--- src/adc_result_pkg.sv ---
// Shared constants for the converter result and window detector block
package adc_result_pkg;
  localparam int          CODE_WIDTH        = 12;
  localparam int          WORD_WIDTH        = 16;
  localparam logic [7:0]  ADDR_RESULT_LOW   = 8'hBE;
  localparam logic [7:0]  ADDR_RESULT_HIGH  = 8'hBF;
  localparam logic [7:0]  ADDR_UPPER_LOW    = 8'hC4;
  localparam logic [7:0]  ADDR_UPPER_HIGH   = 8'hC5;
  localparam logic [7:0]  ADDR_LOWER_LOW    = 8'hC6;
  localparam logic [7:0]  ADDR_LOWER_HIGH   = 8'hC7;
  localparam logic [7:0]  ADDR_CONTROL      = 8'hE8;
  localparam int          BIT_LEFT_JUSTIFY  = 0;
  localparam int          BIT_WINDOW_MATCH  = 1;
  localparam int          BIT_IN_PROGRESS   = 4;
  localparam int          BIT_DONE          = 5;
  localparam logic [7:0]  RESET_RESULT      = 8'h00;
  localparam logic [7:0]  RESET_CONTROL     = 8'h00;
  localparam logic [15:0] RESET_UPPER_LIMIT = 16'hFFFF;
  localparam logic [15:0] RESET_LOWER_LIMIT = 16'h0000;
  localparam logic [7:0]  CONTROL_KEEP_MASK = 8'hCC;
endpackage

--- src/conv_result_if.sv ---
// Carrier between result formatter, window comparator and control logic
`timescale 1ns/1ps
`default_nettype none
interface conv_result_if;
  logic [11:0] code;
  logic        differential;
  logic        left_justify;
  logic [15:0] result_word;
  logic [15:0] upper_limit;
  logic [15:0] lower_limit;
  logic        window_hit;
  modport control (output code, differential, left_justify, upper_limit, lower_limit,
                   input result_word, window_hit);
  modport format (input code, differential, left_justify, output result_word);
  modport window (input result_word, differential, upper_limit, lower_limit,
                  output window_hit);
endinterface // conv_result_if
`default_nettype wire

--- src/result_formatter.sv ---
// Places a 12-bit code into the justified 16-bit result word
`timescale 1ns/1ps
`default_nettype none
module result_formatter
  import adc_result_pkg::*;
(
  conv_result_if.format link
);
  always_comb begin
    if (link.left_justify) begin
      link.result_word = {link.code, 4'h0};
    end else if (link.differential) begin
      link.result_word = {{4{link.code[11]}}, link.code};
    end else begin
      link.result_word = {4'h0, link.code};
    end
  end
endmodule // result_formatter
`default_nettype wire

--- src/window_compare.sv ---
// Compares the result word with the two limit words
`timescale 1ns/1ps
`default_nettype none
module window_compare
  import adc_result_pkg::*;
(
  conv_result_if.window link
);
  logic above_upper;
  logic below_lower;
  logic limits_swapped;

  always_comb begin
    if (link.differential) begin
      above_upper    = $signed(link.result_word) > $signed(link.upper_limit);
      below_lower    = $signed(link.result_word) < $signed(link.lower_limit);
      limits_swapped = $signed(link.lower_limit) > $signed(link.upper_limit);
    end else begin
      above_upper    = link.result_word > link.upper_limit;
      below_lower    = link.result_word < link.lower_limit;
      limits_swapped = link.lower_limit > link.upper_limit;
    end
    if (limits_swapped) begin
      link.window_hit = above_upper && below_lower;
    end else begin
      link.window_hit = above_upper || below_lower;
    end
  end
endmodule // window_compare
`default_nettype wire

--- src/adc_result_window_detect.sv ---
// Result registers, limit registers and window detection for the converter
// Operation
// - Right justified: high byte bits 3..0 are code top, 7..4 copy bit 3 when differential.
// - Left justified: high byte holds the eight most significant code bits.
// - Right justified: low byte holds the low eight code bits.
// - Left justified: low byte bits 7..4 hold low code nibble, 3..0 read zero.
// - Right justified upper nibble: sign for differential, zero for single-ended.
// - Right justified code scales with 2^12 single-ended, 2^11 differential.
// - Every result is compared with the limits in hardware, match is signalled.
// - Flag can mean inside or outside, chosen by the limit ordering.
// - Window match flag can be polled instead of used as interrupt.
// - Upper limit high byte is read/write at 0xC5, plus a low byte.
// - Lower limit high byte is read/write at 0xC7, plus a low byte.
// - Control bit 0 selects right (0) or left (1) justification.
// - Window match flag at control bit 1 stays set until software writes it.
// - Falling in-progress indication sets the done flag and may interrupt.
`timescale 1ns/1ps
`default_nettype none
module adc_result_window_detect
  import adc_result_pkg::*;
(
  input  wire logic        clk,
  input  wire logic        nrst,
  input  wire logic [7:0]  sfr_addr,
  input  wire logic        sfr_wr,
  input  wire logic [7:0]  sfr_wdata,
  output logic      [7:0]  sfr_rdata,
  input  wire logic        conversion_in_progress,
  input  wire logic [11:0] conversion_code,
  input  wire logic        differential_input,
  output logic             start_request,
  output logic             conversion_done_flag,
  output logic             window_match_flag
);
  conv_result_if link ();

  // Write strobes, one per register
  logic        wr_result_low;
  logic        wr_result_high;
  logic        wr_upper_low;
  logic        wr_upper_high;
  logic        wr_lower_low;
  logic        wr_lower_high;
  logic        wr_control;
  logic        completion;
  logic [7:0]  control_view;

  // Register state and next values
  logic        busy_prev_reg,   busy_prev_next;
  logic [7:0]  result_low_reg,  result_low_next;
  logic [7:0]  result_high_reg, result_high_next;
  logic [15:0] upper_limit_reg, upper_limit_next;
  logic [15:0] lower_limit_reg, lower_limit_next;
  logic [7:0]  control_reg,     control_next;
  logic        start_reg,       start_next;
  logic        done_flag_reg,   done_flag_next;
  logic        match_flag_reg,  match_flag_next;
  logic [7:0]  rdata_reg,       rdata_next;

  // Live inputs and stored limits feed the formatter and the comparator
  assign link.code         = conversion_code;
  assign link.differential = differential_input;
  assign link.left_justify = control_reg[BIT_LEFT_JUSTIFY];
  assign link.upper_limit  = upper_limit_reg;
  assign link.lower_limit  = lower_limit_reg;

  // Formatting and window comparison are purely combinational
  result_formatter u_format (
    .link (link.format)
  );

  window_compare u_window (
    .link (link.window)
  );

  // Address decode for register writes
  always_comb begin
    wr_result_low  = 1'b0;
    wr_result_high = 1'b0;
    wr_upper_low   = 1'b0;
    wr_upper_high  = 1'b0;
    wr_lower_low   = 1'b0;
    wr_lower_high  = 1'b0;
    wr_control     = 1'b0;
    if (sfr_wr) begin
      unique case (sfr_addr)
        ADDR_RESULT_LOW:  wr_result_low  = 1'b1;
        ADDR_RESULT_HIGH: wr_result_high = 1'b1;
        ADDR_UPPER_LOW:   wr_upper_low   = 1'b1;
        ADDR_UPPER_HIGH:  wr_upper_high  = 1'b1;
        ADDR_LOWER_LOW:   wr_lower_low   = 1'b1;
        ADDR_LOWER_HIGH:  wr_lower_high  = 1'b1;
        ADDR_CONTROL:     wr_control     = 1'b1;
        // Unmapped addresses raise no strobe
        default: ;
      endcase
    end
  end

  // Busy history; a high-to-low step marks the end of a conversion
  // The code must already be valid in the cycle busy is first seen low
  always_comb begin
    busy_prev_next = conversion_in_progress;
    completion     = busy_prev_reg && !conversion_in_progress;
  end

  always_ff @(posedge clk) begin
    if (!nrst) begin
      busy_prev_reg <= 1'b0;
    end else begin
      busy_prev_reg <= busy_prev_next;
    end
  end

  // Low result byte; a software write in the completion cycle is lost
  always_comb begin
    result_low_next = result_low_reg;
    if (completion) begin
      result_low_next = link.result_word[7:0];
    end else if (wr_result_low) begin
      result_low_next = sfr_wdata;
    end
  end

  always_ff @(posedge clk) begin
    if (!nrst) begin
      result_low_reg <= RESET_RESULT;
    end else begin
      result_low_reg <= result_low_next;
    end
  end

  // High result byte, loaded in the same cycle as the low byte
  always_comb begin
    result_high_next = result_high_reg;
    if (completion) begin
      result_high_next = link.result_word[15:8];
    end else if (wr_result_high) begin
      result_high_next = sfr_wdata;
    end
  end

  always_ff @(posedge clk) begin
    if (!nrst) begin
      result_high_reg <= RESET_RESULT;
    end else begin
      result_high_reg <= result_high_next;
    end
  end

  // Greater-than limit word, one byte per write
  always_comb begin
    upper_limit_next = upper_limit_reg;
    // The comparator sees each byte as it lands; load limits while idle
    if (wr_upper_low) begin
      upper_limit_next[7:0] = sfr_wdata;
    end
    if (wr_upper_high) begin
      upper_limit_next[15:8] = sfr_wdata;
    end
  end

  always_ff @(posedge clk) begin
    if (!nrst) begin
      upper_limit_reg <= RESET_UPPER_LIMIT;
    end else begin
      upper_limit_reg <= upper_limit_next;
    end
  end

  // Less-than limit word, one byte per write
  always_comb begin
    lower_limit_next = lower_limit_reg;
    if (wr_lower_low) begin
      lower_limit_next[7:0] = sfr_wdata;
    end
    if (wr_lower_high) begin
      lower_limit_next[15:8] = sfr_wdata;
    end
  end

  always_ff @(posedge clk) begin
    if (!nrst) begin
      lower_limit_reg <= RESET_LOWER_LIMIT;
    end else begin
      lower_limit_reg <= lower_limit_next;
    end
  end

  // Control storage; bits 1 and 5 are kept in their own flops, bit 4 reads the live busy level
  always_comb begin
    control_next = control_reg;
    if (wr_control) begin
      control_next = sfr_wdata & (CONTROL_KEEP_MASK | 8'h01);
    end
  end

  always_ff @(posedge clk) begin
    if (!nrst) begin
      control_reg <= RESET_CONTROL;
    end else begin
      control_reg <= control_next;
    end
  end

  // One-cycle start pulse on a control write with the busy bit set
  // The converter itself sits outside; it only sees this pulse
  always_comb begin
    start_next = 1'b0;
    if (wr_control) begin
      start_next = sfr_wdata[BIT_IN_PROGRESS];
    end
  end

  always_ff @(posedge clk) begin
    if (!nrst) begin
      start_reg <= 1'b0;
    end else begin
      start_reg <= start_next;
    end
  end

  // Done flag; a hardware set wins over a software clear in the same cycle
  always_comb begin
    done_flag_next = done_flag_reg;
    if (wr_control) begin
      done_flag_next = sfr_wdata[BIT_DONE];
    end
    if (completion) begin
      done_flag_next = 1'b1;
    end
  end

  always_ff @(posedge clk) begin
    if (!nrst) begin
      done_flag_reg <= 1'b0;
    end else begin
      done_flag_reg <= done_flag_next;
    end
  end

  // Window match flag; sticky until software writes the bit, set wins
  // Only a finished conversion is judged; limit writes alone never set it
  always_comb begin
    match_flag_next = match_flag_reg;
    if (wr_control) begin
      match_flag_next = sfr_wdata[BIT_WINDOW_MATCH];
    end
    if (completion && link.window_hit) begin
      match_flag_next = 1'b1;
    end
  end

  always_ff @(posedge clk) begin
    if (!nrst) begin
      match_flag_reg <= 1'b0;
    end else begin
      match_flag_reg <= match_flag_next;
    end
  end

  // Control readback merges the live busy level and both flags
  always_comb begin
    control_view                   = control_reg;
    control_view[BIT_DONE]         = done_flag_reg;
    control_view[BIT_IN_PROGRESS]  = conversion_in_progress;
    control_view[BIT_WINDOW_MATCH] = match_flag_reg;
  end

  // Read data is registered, so it trails the address by one cycle
  always_comb begin
    unique case (sfr_addr)
      ADDR_RESULT_LOW:  rdata_next = result_low_reg;
      ADDR_RESULT_HIGH: rdata_next = result_high_reg;
      ADDR_UPPER_LOW:   rdata_next = upper_limit_reg[7:0];
      ADDR_UPPER_HIGH:  rdata_next = upper_limit_reg[15:8];
      ADDR_LOWER_LOW:   rdata_next = lower_limit_reg[7:0];
      ADDR_LOWER_HIGH:  rdata_next = lower_limit_reg[15:8];
      ADDR_CONTROL:     rdata_next = control_view;
      // Unmapped addresses read as zero
      default:          rdata_next = 8'h00;
    endcase
  end

  always_ff @(posedge clk) begin
    if (!nrst) begin
      rdata_reg <= 8'h00;
    end else begin
      rdata_reg <= rdata_next;
    end
  end

  assign sfr_rdata            = rdata_reg;
  assign start_request        = start_reg;
  assign conversion_done_flag = done_flag_reg;
  assign window_match_flag    = match_flag_reg;
endmodule // adc_result_window_detect
`default_nettype wire

--- config.mk ---
export PLATFORM = sky130hd
export DESIGN_NAME = adc_result_window_detect
export DESIGN_NICKNAME = d
export VERILOG_FILES = /design/src/adc_result_pkg.sv /design/src/conv_result_if.sv /design/src/result_formatter.sv /design/src/window_compare.sv /design/src/adc_result_window_detect.sv
export SDC_FILE = /design/constraint.sdc
export NUM_CORES = 1
export LEC_CHECK = 0
export BUFFER_PORTS_ARGS = -buffer_cell sky130_fd_sc_hd__clkbuf_2
export CELL_PAD_IN_SITES_DETAIL_PLACEMENT = 1
export CELL_PAD_IN_SITES_GLOBAL_PLACEMENT = 2
export CORE_UTILIZATION = 38
export DETAILED_ROUTE_END_ITERATION = 8
export GPL_TIMING_DRIVEN = 0
export HOLD_SLACK_MARGIN = 0.1
export PLACE_DENSITY = 0.91
export SKIP_LAST_GASP = 1
export SLEW_MARGIN = 5
export SYNTH_ARGS = -nofsm -noshare
export SYNTH_HDL_FRONTEND = slang
export SYNTH_SLANG_ARGS = --single-unit
export TNS_END_PERCENT = 10
--- constraint.sdc ---
create_clock -name clk -period 5 [get_ports clk]
set_input_delay 0.25 -clock clk [delete_from_list [all_inputs] [get_ports clk]]
set_output_delay 0.25 -clock clk [all_outputs]
set_load 0.05 [all_outputs]
# Word-level counts from Yosys, hierarchy flattened
# Cells that the tools add are included.
[totals]
ff_bits = 65
out_inout_bits = 11
[classes]
n_lt_le_gt_ge = 6
eq_ne = 7
mux = 29
reduce_logical = 10
[op_table]
columns = ["op", "n"]
rows = [
  ["$gt 16x16->1", 4],
  ["$eq 8x8->1 const B", 7],
  ["$pmux 8 s7", 1],
  ["$lt 16x16->1", 2],
  ["$mux 16", 2],
  ["$mux 8", 4],
  ["$mux 1", 22],
  ["$reduce_bool 2->1", 4],
  ["$logic_and 1x1->1", 3],
  ["$reduce_and 2->1", 1],
  ["$logic_not 1->1", 1],
  ["$logic_or 1x1->1", 1],
]

# Logic depth before layout (Yosys ltp)
[logic_depth]
depth_word = 8
mapped_depth = 12
mapped_depth_nobuf = 10

# Hierarchy
# From an unflattened synthesis, not the netlist that was laid out.
[hier_totals]
cells_unflattened = 484
area_unflattened_um2 = 4539.4
[by_module_without_submodules]
columns = ["mod", "n_inst", "cells_each", "area_per_inst_um2", "seq_area_each_um2"]
rows = [
  ["adc_result_window_detect", 1, 305, 3159.3, 1301.2],
  ["window_compare", 1, 157, 1187.4, 0.0],
  ["result_formatter", 1, 22, 192.7, 0.0],
]

# Least setup slack after synthesis
# No wires, ideal clock.
[synth_path]
path_kind = "register to register"
from = "register control_reg[0]"
to = "register match_flag_reg (netlist: window_match_flag)"
setup_time_ps = 117
arrival_time_ps = 2603
required_ps = 4883
path_slack_ps = 2280
path_stages_with_launch = 11
n_path_buf = 1
period_less_slack_ps = 2720
path_cell_list = "dfxtp_1 > clkbuf_1 > mux2_2 > ha_1 > a21oi_1 > o21ai_0 > a221o_1 > a211oi_1 > xnor2_1 > o2111ai_1 > a32o_1"
[synth_via]
elab_chain_len = 7
word_cells_on_any_way = 13
[synth_lines]
columns = ["element", "line_no", "source"]
rows = [
  ["from (decl)", "adc_result_window_detect.sv:54", "logic [7:0] control_reg, control_next;"],
  ["from (signal assigned)", "adc_result_window_detect.sv:202", "control_reg <= control_next;"],
  ["$mux 16 *", "result_formatter.sv:10", "if (link.left_justify) begin"],
  ["$gt 16x16->1, or another cell as far along", "window_compare.sv:19", "above_upper = link.result_word > link.upper_limit;"],
  ["$mux 1", "window_compare.sv:14", "if (link.differential) begin"],
  ["$logic_or 1x1->1 / $logic_and 1x1->1 (equally long branches)", "window_compare.sv:26, window_compare.sv:24", ""],
  ["$mux 1 *", "window_compare.sv:23", "if (limits_swapped) begin"],
  ["$logic_and 1x1->1 *", "adc_result_window_detect.sv:249", "if (completion && link.window_hit) begin"],
  ["$mux 1 / $reduce_bool 2->1 (equally long branches)", "--", ""],
  ["to (signal assigned)", "adc_result_window_detect.sv:258", "match_flag_reg <= match_flag_next;"],
  ["to (decl)", "adc_result_window_detect.sv:57", "logic match_flag_reg, match_flag_next;"],
]
# Every way passes the cells marked *; elsewhere a longest branch is shown, timed or not.
# A chain may end at the register's enable or synchronous reset.

# Worst setup path in the final report
# Ends and elaborated chain as after synthesis.

==> impl_metrics.tcl <==
set metrics [dict create \
    status "completed" \
    ios 44 \
    yosysWarnings 0 \
    cp-startpoint "control_reg[0]$_SDFFE_PN0P_" \
    r2r-end "window_match_flag$_SDFFE_PN0P_" \
    ys_seq_elements 65 \
    wl_mm 15.36 \
    drtIter0Drc 287 \
    final_cells 702 \
    cts_tree "built" \
    synth_cell_types 46 \
    maxCapViolCount 0 \
    die_x_um 106.2 \
    critical_path_buf_inv_count 2 \
    met3_usage_pct 3.801 \
    cts.path.max_buffers 2 \
    fin_setup_tns_ps 0 \
    gp_congestion 0.8724 \
    grt_pass1_vias 4217 \
    via_per_inst 5.870 \
    grt_pass1_wl_mm 23.82 \
    hold_depth 2 \
    seq_area_frac_synth_pct 31.56 \
    cts_resized 0 \
    wl_per_cell_um 21.88 \
    synth_common_cells "nand2_1, dfxtp_1, a21oi_1" \
    period_minus_slack_ps 3352 \
    area_delta_synth_final_pct 14.45 \
    fmax_mhz 298.4 \
    antenna_found_initial 0 \
    finalHoldViolCount 0 \
    critPathCaptureType "register" \
    holdCritPathClass "in -> reg" \
    avgSynthCellArea_um2 8.100 \
    r2r-start "control_reg[0]$_SDFFE_PN0P_" \
    h-tree-depth 3 \
    cp_slowest_cell "clkbuf_1" \
    power_density_nw_per_um2 249.9 \
    nNetsFinal 639 \
    postSynthCellCount 509 \
    peakVddDrop_mv 0.1276 \
    io_buffers 41 \
    start_util_pct 39.58 \
    cts-buffers-inserted 9 \
    cts.clk_slew.worst_paths_ps 80 \
    synth_flop_cell "dfxtp_1" \
    worstHoldStart "conversion_in_progress" \
    cts_root_buffer "clkbuf_8" \
    grt_use_met2_pct 44.90 \
    crit_type "reg -> reg" \
    critPathLaunchType "register" \
    top_usage_layer "met2" \
    cp_slowest_stage_delay_ps 420 \
    cp.depth 11 \
    worst_skew_pair.late_latency_ps 360 \
    crit_family "compound AO/OA/AOI/OAI gates" \
    cts_hold_buf 0 \
    period_share_pct 67.03 \
    worstPathMaxFanout 10 \
    place_inst 686 \
    drive_gt1_share_pct 12.72 \
    grt_usage_pct 28.48 \
    synth_most_common_cell "nand2_1" \
    nFillCells 1314 \
    rsz0062_at_grt "no" \
    worstPathRequired_ps 5250 \
    slew_headroom_pct 15.77 \
    dpl_cell_area_um2 4498 \
    stdcell_area_um2 4718 \
    final_core_util_pct 45.30 \
    fin_skew_ps 8.484 \
    grt_max_degree 13 \
    worst_pin_slew_ps 1253 \
    synth.top_cell.area_share_pct 31.56 \
    postCtsSetupRepairBufs 0 \
    synth_edf_count 0 \
    synthArstFlopShare_pct 0 \
    drc_errors 0 \
    r2r_slack_ps 1650 \
    setup_viol 0 \
    coreArea_um2 10420 \
    num_antenna_cells 0 \
    ant_nets 0 \
    die_h_um 106.2 \
    num_rows 37 \
    dr.pass1.iters 5 \
    met1_usage_pct 38.67 \
    grt_overflow_total 0 \
    syn_nets 587 \
    yosysTopAreaCell "dfxtp_1" \
    syn-cell-area_um2 4123 \
    cts.sinks 65 \
    leakage_uw 0.002059 \
    design.die.area_um2 11270 \
    ys_top_cells_by_area "dfxtp_1, ha_1, a21oi_1" \
    worstPathArrival_ps 3600 \
    hpwl_mm 11.70 \
    slew_viol_final 0 \
    dr_total_vias 4121 \
    hold_end "busy_prev_reg$_SDFF_PN0_" \
    path_cells "clkbuf_1, clkbuf_1, nand2_1, nand2_1, ha_1, and4_1, a221o_1, a211oi_1, xnor2_1, o2111ai_1, a32o_1" \
    r2r_cells 11 \
]
==> cells in the final DEF, fill, tap and decap left out, types with 2 or more instances in the layout <==
master / instances
nand2_1: 72
dfxtp_1: 65
a21oi_1: 62
ha_1: 45
clkbuf_2: 41
inv_1: 34
nor2_1: 26
a22oi_1: 24
mux2i_1: 23
clkbuf_1: 20
nand3_1: 18
o211ai_1: 18
o21ai_0: 13
nor2b_1: 12
clkbuf_8: 9
mux2_2: 8
a21o_1: 7
nand4_1: 6
and4_1: 5
nand2b_1: 4
and3_1: 4
nor3_1: 4
buf_2: 3
xnor2_1: 3
a211oi_1: 3
a22o_1: 3
buf_1: 2
and2_1: 2
a31oi_1: 2
nor4_1: 2
o31ai_1: 2
o2111ai_1: 2
clkinv_4: 2
clkinvlp_4: 2
bufinv_16: 2
==> per-stage QoR <==
step                hold WS, ps  setup slack [ps]  power (uW)
CTS                       142.6              1709        1179
finish                    148.6              1648        1179
global placement          440.2              1751       667.1
detailed placement        447.9              1713       672.0
global route              145.4              1471        1214
floorplan                 371.7              2280       611.4
==> where the power goes <==
group          leakage [uW]  internal [uW]  total (uW)  switching (uW)
clock network      0.000103            283         515             233
registers          0.000526            523         527            3.76
logic               0.00143           47.0         138            90.6
==> cells by family (layout without fill, tap and decap cells) <==
family	after synthesis	count (layout)	synth area share [%]
AO/OA/AOI/OAI	143	143	21.94
AND/OR/NAND/NOR	163	163	18.79
buffers and inverters	59	116	5.645
adder cells (fa/ha/maj)	45	45	13.66
flip-flops	65	65	31.56
multiplexers	31	31	7.769
XOR/XNOR	3	3	0.6374
==> layer usage <==
metal	wire (um)	vias up	part of all wire, %
met5	0	-	0
met4	533	0	3.5
met3	919	29	6.0
met2	6788	164	44
met1	7120	1993	46
li1	-	1935	-
==> area by class of cell <==
class	instances	area, um2	share of cell area, %
buffer	25	105.1	2.228
clock buffer	10	127.6	2.705
multi-input combinational	385	2589	54.87
clock inverter	6	92.59	1.962
timing repair buffer	41	205.2	4.349
sequential	65	1301	27.58
tap	136	170.2	3.606
inverter	34	127.6	2.705
==> worst max-delay path by stage <==
stage | endpoint | slack [ps]
floorplan | window_match_flag$_SDFFE_PN0P_ | 2280
global placement | window_match_flag$_SDFFE_PN0P_ | 1750
detailed placement | window_match_flag$_SDFFE_PN0P_ | 1710
CTS | window_match_flag$_SDFFE_PN0P_ | 1710
global route | window_match_flag$_SDFFE_PN0P_ | 1470
finish | window_match_flag$_SDFFE_PN0P_ | 1650
Power figures use the tool's default switching activity.
